## src/sfes_defines.vh

```
`ifndef SFES_DEFINES_VH
`define SFES_DEFINES_VH
// Sector geometry: four sectors of 32 KiB, 17-bit byte address
`define SFES_ADDR_W       17
`define SFES_SECT_MSB     16
`define SFES_SECT_LSB     15
`define SFES_OFFS_W       15
`define SFES_OFFS_LAST    15'h7FFF
`define SFES_NUM_SECT     4
// Erased byte value
`define SFES_ERASED_BYTE  8'hFF
// Protection levels from the two block-protect bits
`define SFES_PROT_NONE    2'h0
`define SFES_PROT_QUARTER 2'h1
`define SFES_PROT_HALF    2'h2
`define SFES_PROT_ALL     2'h3
// Lock masks, one bit per sector, bit 3 is the top sector
`define SFES_MASK_NONE    4'h0
`define SFES_MASK_QUARTER 4'h8
`define SFES_MASK_HALF    4'hC
`define SFES_MASK_ALL     4'hF
// Status bit position of the busy flag
`define SFES_BUSY_BIT     0
// Erase times in milliseconds and the clock rate in kHz
`define SFES_CHIP_MS      3500
`define SFES_SECT_MS      1000
`define SFES_CLK_KHZ      50000
`endif

```

## src/sfes_lock_decode.v

```verilog
`timescale 1ns/100ps
`include "sfes_defines.vh"
////////////////////////////////////////////////////////////////////////////
// Protection level to per-sector lock mask, purely combinational
module sfes_lock_decode (
  blockProtectHi,
  blockProtectLo,
  lockMask
);
  input  wire       blockProtectHi; // Upper protect bit
  input  wire       blockProtectLo; // Lower protect bit
  output reg  [3:0] lockMask;       // One bit per sector, set = locked

  // Top quarter, top half or whole array
  always @* begin
    case ({blockProtectHi, blockProtectLo})
      `SFES_PROT_NONE:    lockMask = `SFES_MASK_NONE;
      `SFES_PROT_QUARTER: lockMask = `SFES_MASK_QUARTER;
      `SFES_PROT_HALF:    lockMask = `SFES_MASK_HALF;
      default:            lockMask = `SFES_MASK_ALL;
    endcase
  end
endmodule // sfes_lock_decode

```

## src/sfes_erase_sequencer.v

```verilog
`timescale 1ns/100ps
`include "sfes_defines.vh"
// Summary of operation
// Chip erase clears unlocked sectors, skips locked
// Host sets write latch before erase
// Erase runs self-timed without host help
// Chip erase busy about 3.5 seconds
// Only status read answered while busy
// Chip erase end clears write latch
// Sector erase end clears write latch
// Status bit 0 shows busy
// Protect bits lock none, quarter, half, all
// Sector erase clears addressed unlocked sector
// Erased bytes read back all ones
module sfes_erase_sequencer #(
  parameter CHIP_CYCLES = (`SFES_CHIP_MS * `SFES_CLK_KHZ), // Chip erase time
  parameter SECT_CYCLES = (`SFES_SECT_MS * `SFES_CLK_KHZ), // Sector erase time
  parameter CNT_W       = 28                               // Timer width
) (
  sys_clk,
  sys_rst,
  chipEraseReq,
  sectEraseReq,
  sectEraseAddr,
  writeLatchSet,
  writeLatchClr,
  blockProtectHi,
  blockProtectLo,
  cmdValid,
  cmdIsStatusRead,
  cmdAccept,
  writeLatch,
  statusBusy,
  memWe,
  memAddr,
  memData,
  eraseDone
);
  input  wire                      sys_clk;         // System clock
  input  wire                      sys_rst;         // Sync reset, high
  input  wire                      chipEraseReq;    // Chip erase pulse
  input  wire                      sectEraseReq;    // Sector erase pulse
  input  wire [`SFES_ADDR_W-1:0]   sectEraseAddr;   // Any addr in sector
  input  wire                      writeLatchSet;   // Write-enable command
  input  wire                      writeLatchClr;   // Write-disable command
  input  wire                      blockProtectHi;  // Protect level hi
  input  wire                      blockProtectLo;  // Protect level lo
  input  wire                      cmdValid;        // Decoded command
  input  wire                      cmdIsStatusRead; // Command is status read
  output wire                      cmdAccept;       // Command passed on
  output reg                       writeLatch;      // Write-enable latch
  output wire [7:0]                statusBusy;      // Busy part of status
  output reg                       memWe;           // Array write strobe
  output reg  [`SFES_ADDR_W-1:0]   memAddr;         // Array byte address
  output reg  [7:0]                memData;         // Array write data
  output reg                       eraseDone;       // End of erase pulse

  // States
  localparam ST_IDLE = 2'h0;
  localparam ST_WIPE = 2'h1;
  localparam ST_WAIT = 2'h2;

  reg  [1:0]             state_r;    // Sequencer state
  reg  [1:0]             state_nxt;
  reg  [3:0]             todo_r;     // Sectors still to clear
  reg  [3:0]             todo_nxt;
  reg  [1:0]             sect_r;     // Sector being cleared
  reg  [1:0]             sect_nxt;
  reg  [`SFES_OFFS_W-1:0] offs_r;    // Byte offset in sector
  reg  [`SFES_OFFS_W-1:0] offs_nxt;
  reg  [CNT_W-1:0]       timer_r;    // Remaining busy cycles
  reg  [CNT_W-1:0]       timer_nxt;
  wire [3:0]             lockMask;   // Locked sectors
  wire                   busy;       // Erase running
  wire                   startChip;  // Accepted chip erase
  wire                   startSect;  // Accepted sector erase
  wire [1:0]             reqSect;    // Addressed sector

  ////////////////////////////////////////////////////////////////////////
  // Lowest pending sector index
  function [1:0] firstSect;
    input [3:0] m;
    begin
      if (m[0])      firstSect = 2'h0;
      else if (m[1]) firstSect = 2'h1;
      else if (m[2]) firstSect = 2'h2;
      else           firstSect = 2'h3;
    end
  endfunction

  ////////////////////////////////////////////////////////////////////////
  sfes_lock_decode uLock (
    .blockProtectHi (blockProtectHi),
    .blockProtectLo (blockProtectLo),
    .lockMask       (lockMask)
  );

  assign busy      = (state_r != ST_IDLE);
  assign reqSect   = sectEraseAddr[`SFES_SECT_MSB:`SFES_SECT_LSB];
  // Write latch must already be set by an earlier frame
  assign startChip = !busy && chipEraseReq && writeLatch;
  assign startSect = !busy && !chipEraseReq && sectEraseReq && writeLatch;
  // While busy only the status read reaches the decoder
  assign cmdAccept = cmdValid && (!busy || cmdIsStatusRead);
  // Bit 0 of status is busy; other bits belong to the status register
  assign statusBusy = {7'h00, busy};

  ////////////////////////////////////////////////////////////////////////
  // Next-state logic: wipe the target sectors, then wait out the time
  always @* begin
    state_nxt = state_r;
    todo_nxt  = todo_r;
    sect_nxt  = sect_r;
    offs_nxt  = offs_r;
    timer_nxt = timer_r;
    case (state_r)
      ST_IDLE: begin
        if (startChip) begin
          // Only sectors not locked out are queued
          todo_nxt  = ~lockMask;
          sect_nxt  = firstSect(~lockMask);
          offs_nxt  = {`SFES_OFFS_W{1'b0}};
          timer_nxt = CHIP_CYCLES[CNT_W-1:0];
          state_nxt = ST_WIPE;
        end else if (startSect) begin
          // A locked sector still runs the cycle but is never touched
          todo_nxt  = lockMask[reqSect] ? 4'h0 : (4'h1 << reqSect);
          sect_nxt  = reqSect;
          offs_nxt  = {`SFES_OFFS_W{1'b0}};
          timer_nxt = SECT_CYCLES[CNT_W-1:0];
          state_nxt = ST_WIPE;
        end
      end
      ST_WIPE: begin
        if (timer_r != {CNT_W{1'b0}})
          timer_nxt = timer_r - 1'b1;
        if (todo_r == 4'h0) begin
          state_nxt = ST_WAIT;
        end else if (offs_r == `SFES_OFFS_LAST) begin
          // Sector finished, move on to the next pending one
          offs_nxt         = {`SFES_OFFS_W{1'b0}};
          todo_nxt         = todo_r & ~(4'h1 << sect_r);
          sect_nxt         = firstSect(todo_r & ~(4'h1 << sect_r));
        end else begin
          offs_nxt = offs_r + 1'b1;
        end
      end
      ST_WAIT: begin
        // Self-timed; no host activity needed to finish
        if (timer_r <= {{(CNT_W-1){1'b0}}, 1'b1})
          state_nxt = ST_IDLE;
        else
          timer_nxt = timer_r - 1'b1;
      end
      default: state_nxt = ST_IDLE;
    endcase
  end

  ////////////////////////////////////////////////////////////////////////
  // State registers
  always @(posedge sys_clk) begin
    if (sys_rst) begin
      state_r <= ST_IDLE;
      todo_r  <= 4'h0;
      sect_r  <= 2'h0;
      offs_r  <= {`SFES_OFFS_W{1'b0}};
      timer_r <= {CNT_W{1'b0}};
    end else begin
      state_r <= state_nxt;
      todo_r  <= todo_nxt;
      sect_r  <= sect_nxt;
      offs_r  <= offs_nxt;
      timer_r <= timer_nxt;
    end
  end

  ////////////////////////////////////////////////////////////////////////
  // Array write port: one erased byte per cycle
  always @(posedge sys_clk) begin
    if (sys_rst) begin
      memWe   <= 1'b0;
      memAddr <= {`SFES_ADDR_W{1'b0}};
      memData <= `SFES_ERASED_BYTE;
    end else begin
      memWe   <= (state_r == ST_WIPE) && (todo_r != 4'h0);
      memAddr <= {sect_r, offs_r};
      memData <= `SFES_ERASED_BYTE;
    end
  end

  ////////////////////////////////////////////////////////////////////////
  // Write-enable latch and end-of-erase pulse
  always @(posedge sys_clk) begin
    if (sys_rst) begin
      writeLatch <= 1'b0;
      eraseDone  <= 1'b0;
    end else begin
      eraseDone <= 1'b0;
      if (busy && state_nxt == ST_IDLE) begin
        // Erase end returns to write-disabled
        writeLatch <= 1'b0;
        eraseDone  <= 1'b1;
      end else if (!busy && (startChip || startSect)) begin
        writeLatch <= writeLatch;
      end else if (!busy && writeLatchClr) begin
        writeLatch <= 1'b0;
      end else if (!busy && writeLatchSet) begin
        writeLatch <= 1'b1;
      end
    end
  end
endmodule // sfes_erase_sequencer

```

## config.mk

```make
export PLATFORM = sky130hd
export DESIGN_NAME = sfes_erase_sequencer
export DESIGN_NICKNAME = d
export VERILOG_FILES = /design/src/sfes_lock_decode.v /design/src/sfes_erase_sequencer.v
export VERILOG_INCLUDE_DIRS = /design/src
export SDC_FILE = /design/constraint.sdc
export NUM_CORES = 1
export LEC_CHECK = 0
export ABC_AREA = 1
export ABC_CLOCK_PERIOD_IN_PS = 3600
export BUFFER_PORTS_ARGS = -buffer_cell sky130_fd_sc_hd__buf_2
export CAP_MARGIN = 30
export CORE_ASPECT_RATIO = 1.2
export CORE_MARGIN = 2
export CORE_UTILIZATION = 30
export CTS_CLUSTER_DIAMETER = 200
export DETAILED_ROUTE_END_ITERATION = 8
export SYNTH_ARGS = -nofsm -noshare
export SYNTH_HDL_FRONTEND = slang
export SYNTH_HIERARCHICAL = 1
export SYNTH_SLANG_ARGS = --single-unit
```

## constraint.sdc

```tcl
create_clock -name sys_clk -period 3.6 [get_ports sys_clk]
set_input_delay 0.18 -clock sys_clk [delete_from_list [all_inputs] [get_ports sys_clk]]
set_output_delay 0.18 -clock sys_clk [all_outputs]
set_load 0.01 [all_outputs]
```

# ---- Word-level counts from Yosys, hierarchy flattened
# Cells that the tools add are included.
dict set report classes {
  n_bitwise 4
  n_mul 0
  magnitude_cmp 2
  n_addsub 2
  eq_ne 10
  n_shift 2
  n_mux 38
  n_reduce_logical 30
  div_mod_pow 0
}
# operator n
set ops {}
lappend ops {{$mux 28} 4}
lappend ops {{$pmux 28 s3} 1}
lappend ops {{$mux 15} 4}
lappend ops {{$pmux 15 s2} 1}
lappend ops {{$le 28x1->1 const B} 1}
lappend ops {{$reduce_bool 28->1} 1}
lappend ops {{$sub 28x1->28 const B} 1}
lappend ops {{$mux 2} 12}
lappend ops {{$mux 4} 5}
lappend ops {{$add 15x1->15 const B} 1}
lappend ops {{$eq 15x15->1 const B} 1}
lappend ops {{$pmux 4 s3} 1}
lappend ops {{$logic_and 1x1->1} 11}
lappend ops {{$ne 2x2->1 const B} 4}
lappend ops {{$not 4->4} 2}
lappend ops {{$pmux 4 s2} 1}
lappend ops {{$reduce_and 4->1} 2}
lappend ops {{$shl 1x2->4 const A} 2}
lappend ops {{$logic_not 2->1} 3}
lappend ops {{$mux 1} 6}
lappend ops {{$pmux 2 s3} 1}
lappend ops {{$reduce_bool 2->1} 3}
lappend ops {{$and 4x4->4} 1}
lappend ops {{$eq 2x1->1 const B} 2}
lappend ops {{other kinds (14)} 17}
dict set report word_totals {
  latch_bits 0
  output_inout_bits 37
  word_cells 97
  reg_bits 71
  memories 0
  input_bits 27
  romBits 0
  ramBits 0
}

# ---- Logic depth before layout (Yosys ltp)
dict set report depth {
  depth_word 11
  depth_mapped 14
  mapped_depth_nobuf 13
}

# ---- Cells and area by module
# The synthesis kept the hierarchy.
# module cells_each area_per_inst_um2 n_inst
set modules_own_cells {}
lappend modules_own_cells {sfes_erase_sequencer 557 3893.7 1}
lappend modules_own_cells {sfes_lock_decode 7 30.0 1}

# ---- Least setup slack after synthesis
# OpenSTA, ideal clock, no wires.
dict set report synth_path {
  path_type {register -> register}
  startpoint {register state_r[0]}
  endpoint {register todo_r[0]}
  arrival_time_ns 1.659
  t_required_ns 3.477
  path_stages_with_launch 15
  setup_slack_ns 1.817
  cell_sequence {dfxtp_1 -> inv_1 -> ha_1 -> nand2_2 -> nor2_4 -> nor2_4 -> nor2_4 -> nand2_8 -> inv_4 -> nand2_8 -> inv_6 -> nor2_8 -> inv_4 -> buf_6 -> o21ai_1}
}
dict set report synth_via {
  elab_chain_len 7
}
# element line_no
set synth_rtl {}
lappend synth_rtl {{from (decl)} sfes_erase_sequencer.v:63} ;# reg [1:0] state_r;
lappend synth_rtl {{from (signal assigned)} sfes_erase_sequencer.v:169} ;# state_r <= state_nxt;
lappend synth_rtl {{$reduce_bool 2->1} sfes_erase_sequencer.v:98} ;# assign busy = (state_r != ST_IDLE);
lappend synth_rtl {{$logic_not 1->1} {sfes_erase_sequencer.v:101, sfes_erase_sequencer.v:102}}
lappend synth_rtl {{$logic_and 1x1->1 (3 in series)} sfes_erase_sequencer.v:102} ;# assign startSect = !busy && !chipEraseReq && sectEraseReq && writeLatch;
lappend synth_rtl {{$ne 3x3->1 (no line)} -}
lappend synth_rtl {{$reduce_and 4->1 (no line)} -}
lappend synth_rtl {{to (signal assigned)} sfes_erase_sequencer.v:170} ;# todo_r <= todo_nxt;
lappend synth_rtl {{to (decl)} sfes_erase_sequencer.v:65} ;# reg [3:0] todo_r;
# Parallel ways exist; a longest one is shown, timed or not.
# A chain may end at the register's enable or synchronous reset.

# ---- Final worst setup path
dict set report layout_path {
  startpoint {register state_r[1]}
  endpoint {register timer_r[8]}
}
dict set report layout_via {
  elab_chain_len 7
}
# element line_no
set layout_rtl {}
lappend layout_rtl {{$reduce_bool 2->1} sfes_erase_sequencer.v:98}
lappend layout_rtl {{$logic_not 1->1} {sfes_erase_sequencer.v:101, sfes_erase_sequencer.v:102}}
lappend layout_rtl {{$logic_and 1x1->1 (3 in series)} sfes_erase_sequencer.v:102}
lappend layout_rtl {{$ne 3x3->1 (no line)} -}
lappend layout_rtl {{$reduce_and 4->1 (no line)} -}
lappend layout_rtl {{to (signal assigned)} sfes_erase_sequencer.v:167} ;# timer_r <= {CNT_W{1'b0}};
lappend layout_rtl {{to (signal assigned)} sfes_erase_sequencer.v:173} ;# timer_r <= timer_nxt;
lappend layout_rtl {{to (decl)} sfes_erase_sequencer.v:71} ;# reg [CNT_W-1:0] timer_r;
# Parallel ways exist; a longest one is shown, timed or not.

==> key figures <==
Yosys
  • Unique cell type count in the Yosys netlist: 44
  • Post-Synth Adder-Cell Area: 2.55%
  • Avg Cell Area, Syn: 6.96 sq um
  • XOR/XNOR Fraction of Synth Area: 3.57%
  • Synthesized area: 3920 sq um
  • Sequential share of the synthesized area: 36.2%
  • Largest family of logic cells by synthesized area: simple AND/OR/NAND/NOR gates
  • Seq cells post-synth: 71
  • Warnings, synthesis: 6
  • Post-Synth Simple-Gate Area: 32.6%
  • Compound-Gate Fraction of Synth Area: 12.8%
  • Mux contribution to synthesized area: 0%
  • Post-Synthesis Cells: 564

Global routing
  • Gr usage total: 13.5%
  • Largest net degree at the start of global routing: 34
  • Gr ovfl total: 0
  • Initial antenna violation count: 0
  • First-pass GRT wire length: 15400 um
  • Number of global-route vias before repair: 3452

Route
  • Met3 WL: 384 um
  • Drt wl/cell: 12.0 um
  • DRC violations left: 0
  • Total number of vias: 3533
  • Initial detailed-routing violation count: 151
  • WL final: 9110 um
  • Routed wl met2: 4430 um
  • Met1 WL: 4090 um
  • Via density: 4.65
  • TritonRoute pass-1 iters: 4
  • Top Metal Used: met4
  • Routed Antenna Nets: 0

Finish
  • Filler Cells Inserted: 1407
  • Layout cell share with drive strength beyond 1: 15.1%
  • Area of the multi-input gates: 2080 sq um
  • # diodes: 0
  • Nets: 627
  • Storage element area: 1420 sq um
  • Post-route design area: 4460 sq um
  • Area Overhead vs Synth: 13.6%

Critical path
  • Slowest stage cell, crit path: ha_1
  • CP Buf/Inv Count: 2
  • Most common cell on crit path: nor2_1
  • Crit-path max cell delay: 0.48 ns
  • Worst setup path startpoint: state_r[1]$_SDFF_PP0_
  • Worst R2R Setup Slack: 1.34 ns
  • Max FO, Critical Path: 28
  • Worst r2r src: state_r[1]$_SDFF_PP0_
  • Crit end category: flip-flop
  • Worst path required time: 3.81 ns
  • Startpoint Class: flip-flop
  • Worst R2R Path Depth: 9
  • Worst R2R End: timer_r[8]$_SDFFE_PP0P_
  • Crit path max-delay family: simple AND/OR/NAND/NOR gates
  • Critical Path AT: 2.47 ns
  • Kind of critical path: flip-flop to flip-flop
  • Worst-path cell chain: inv_1 > ha_1 > nor2_1 > o21ai_2 > nand2_4 > inv_4 > nand2_2 > nor2_1 > nor2_1

Floorplan
  • Die X: 108 um
  • Row count: 45
  • Core area: 12700 sq um
  • I/O pins: 64
  • Initial Utilization: 30.8%
  • Die Area: 14000 sq um
  • Vert. Die Dim: 129 um

STA
  • Tmin final: 2.26 ns
  • Number of hold violations in the final report: 0
  • Worst Skew: 0.00988 ns
  • Final worst path period share: 62.7%
  • Fin Setup TNS: 0 ns
  • Setup violations, final: 0
  • Fmax achieved: 443 MHz
  • Worst slew pin tran: 0.524 ns
  • Pins Over Slew Limit: 0
  • Unrepaired setup endpoints after global routing: false
  • Max-slew headroom: 65.1%

Clock tree
  • Root Buffer Master: clkbuf_16
  • Post-CTS Resized: 0
  • Clock buffer depth: 2
  • # clock sinks: 71
  • Setup Fix Bufs, Post-CTS: 0
  • Max H-tree Level: 3
  • CTS Hold Bufs: 0
  • Clock latency on the worst-skew pair: 0.33 ns
  • Clock slew at reported path FFs: 0.06 ns
  • CTS tree: built
  • Inserted Clock Buffers: 9

Place
  • Area after DPL: 4140 sq um
  • Gpl congestion: 0.813
  • HPWL after DPL: 6560 um
  • I/O Buffers: 33

Power
  • Overall Power: 3.67 mW
  • Power per standard cell area: 824 nW/um^2
  • Peak supply drop: 0.306 mV
  • Leak Pwr: 1.95 nW

Min path
  • Worst Hold Depth: 6
  • Worst hold path type: input pin to flip-flop
  • Hold endpoint: writeLatch$_SDFFE_PP0P_
  • Min-delay src: writeLatchClr

Status
  • Status: complete, no violations

Job
  • Max_cap viols: 0
flip-flops by register name (all words and copies together), names as in the netlist:
signal      cells
timer_r        28
eraseDone       1
memAddr        17
state_r         2
writeLatch      1
todo_r          4
memWe           1
sect_r          2
offs_r         15
metal layers:
metal	track usage [%]	vias up
met3	3.37	16
met1	16.0	1634
met4	4.60	0
met5	0	-
li1	-	1818
met2	23.8	65
cell usage after synthesis, drive strengths merged:
cell type / instances / area share, %
a211oi: 4 / 0.89
a21boi: 1 / 0.19
a21oi: 49 / 6.3
buf: 26 / 5.1
clkbuf: 6 / 0.57
clkinv: 1 / 0.096
conb: 2 / 0.19
dfxtp: 71 / 36
ha: 8 / 2.6
inv: 62 / 6.3
nand2: 116 / 12
nand3: 31 / 4.0
nand3b: 1 / 0.19
nand4: 5 / 0.80
nor2: 108 / 12
nor3: 12 / 2.0
nor3b: 1 / 0.19
o2111ai: 2 / 0.45
o211ai: 1 / 0.19
o21a: 1 / 0.19
o21ai: 30 / 4.0
o21bai: 1 / 0.29
o22ai: 1 / 0.16
o31ai: 1 / 0.19
or2: 7 / 1.1
xnor2: 3 / 0.67
xor2: 13 / 2.9
cell families after synthesis:
group                      Yosys count
buffers and inverters               95
DFF                                 71
and+or+nand+nor                    281
xor gates and xnor gates            16
adders and majority gates            8
other                                2
AOI/OAI and AO/OA                   91
stage by stage:
step	hold WS (ns)	util [%]	setup WS (ns)	instances
global route	0.230	35.0	1.12	760
finish	0.207	35.0	1.34	760
detailed placement	0.466	32.6	1.30	745
CTS	0.205	35.0	1.28	760
floorplan	0.422	-	1.82	577
global placement	0.459	32.6	1.32	745
report_power, final:
group / total, mW / internal [mW] / leakage, nW / switching [mW]
clock network: 0.939 / 0.619 / 0.155 / 0.320
registers: 1.05 / 0.920 / 0.576 / 0.134
logic: 1.68 / 0.587 / 1.22 / 1.09
total: 3.67 / 2.13 / 1.95 / 1.54
area by class of cell:
| cell class | count | share of cell area, % |
|---|---|---|
| Multi-Input combinational cell | 411 | 46.7 |
| Sequential cell | 71 | 31.9 |
| Inverter | 63 | 5.59 |
| Clock buffer | 11 | 5.45 |
| Tap cell | 164 | 4.61 |
| Timing Repair Buffer | 36 | 4.21 |
| Clock inverter | 4 | 1.57 |
layout by cell type (no fill, tap or decap), types with 9 or more instances in the layout:
cell type / n
nor2_2: 9
nor2_1: 94
buf_2: 33
xor2_1: 13
a21oi_1: 49
conb_1: 15
dfxtp_1: 71
inv_1: 55
nand3_1: 31
o21ai_0: 26
nand2_1: 111
clkbuf_16: 9
tightest hold or removal path, stage by stage:
cell and delay [ns]:
buf_2 0.09, a21oi_1 0.06, nand2_1 0.05, inv_1 0.03, nand2_1 0.05, inv_1 0.03
how the worst max path moves through the flow:
stage | to | slack (ns) | cells past startpoint
global route | timer_r[18]$_SDFFE_PP0P_ | 1.12 | 8
detailed placement | timer_r[27]$_SDFFE_PP0P_ | 1.30 | 9
finish | timer_r[8]$_SDFFE_PP0P_ | 1.34 | 9
floorplan | todo_r[0]$_SDFFE_PP0P_ | 1.82 | 14
global placement | timer_r[27]$_SDFFE_PP0P_ | 1.32 | 9
CTS | timer_r[27]$_SDFFE_PP0P_ | 1.28 | 9
Note: power is estimated with default switching activity, not from simulation.
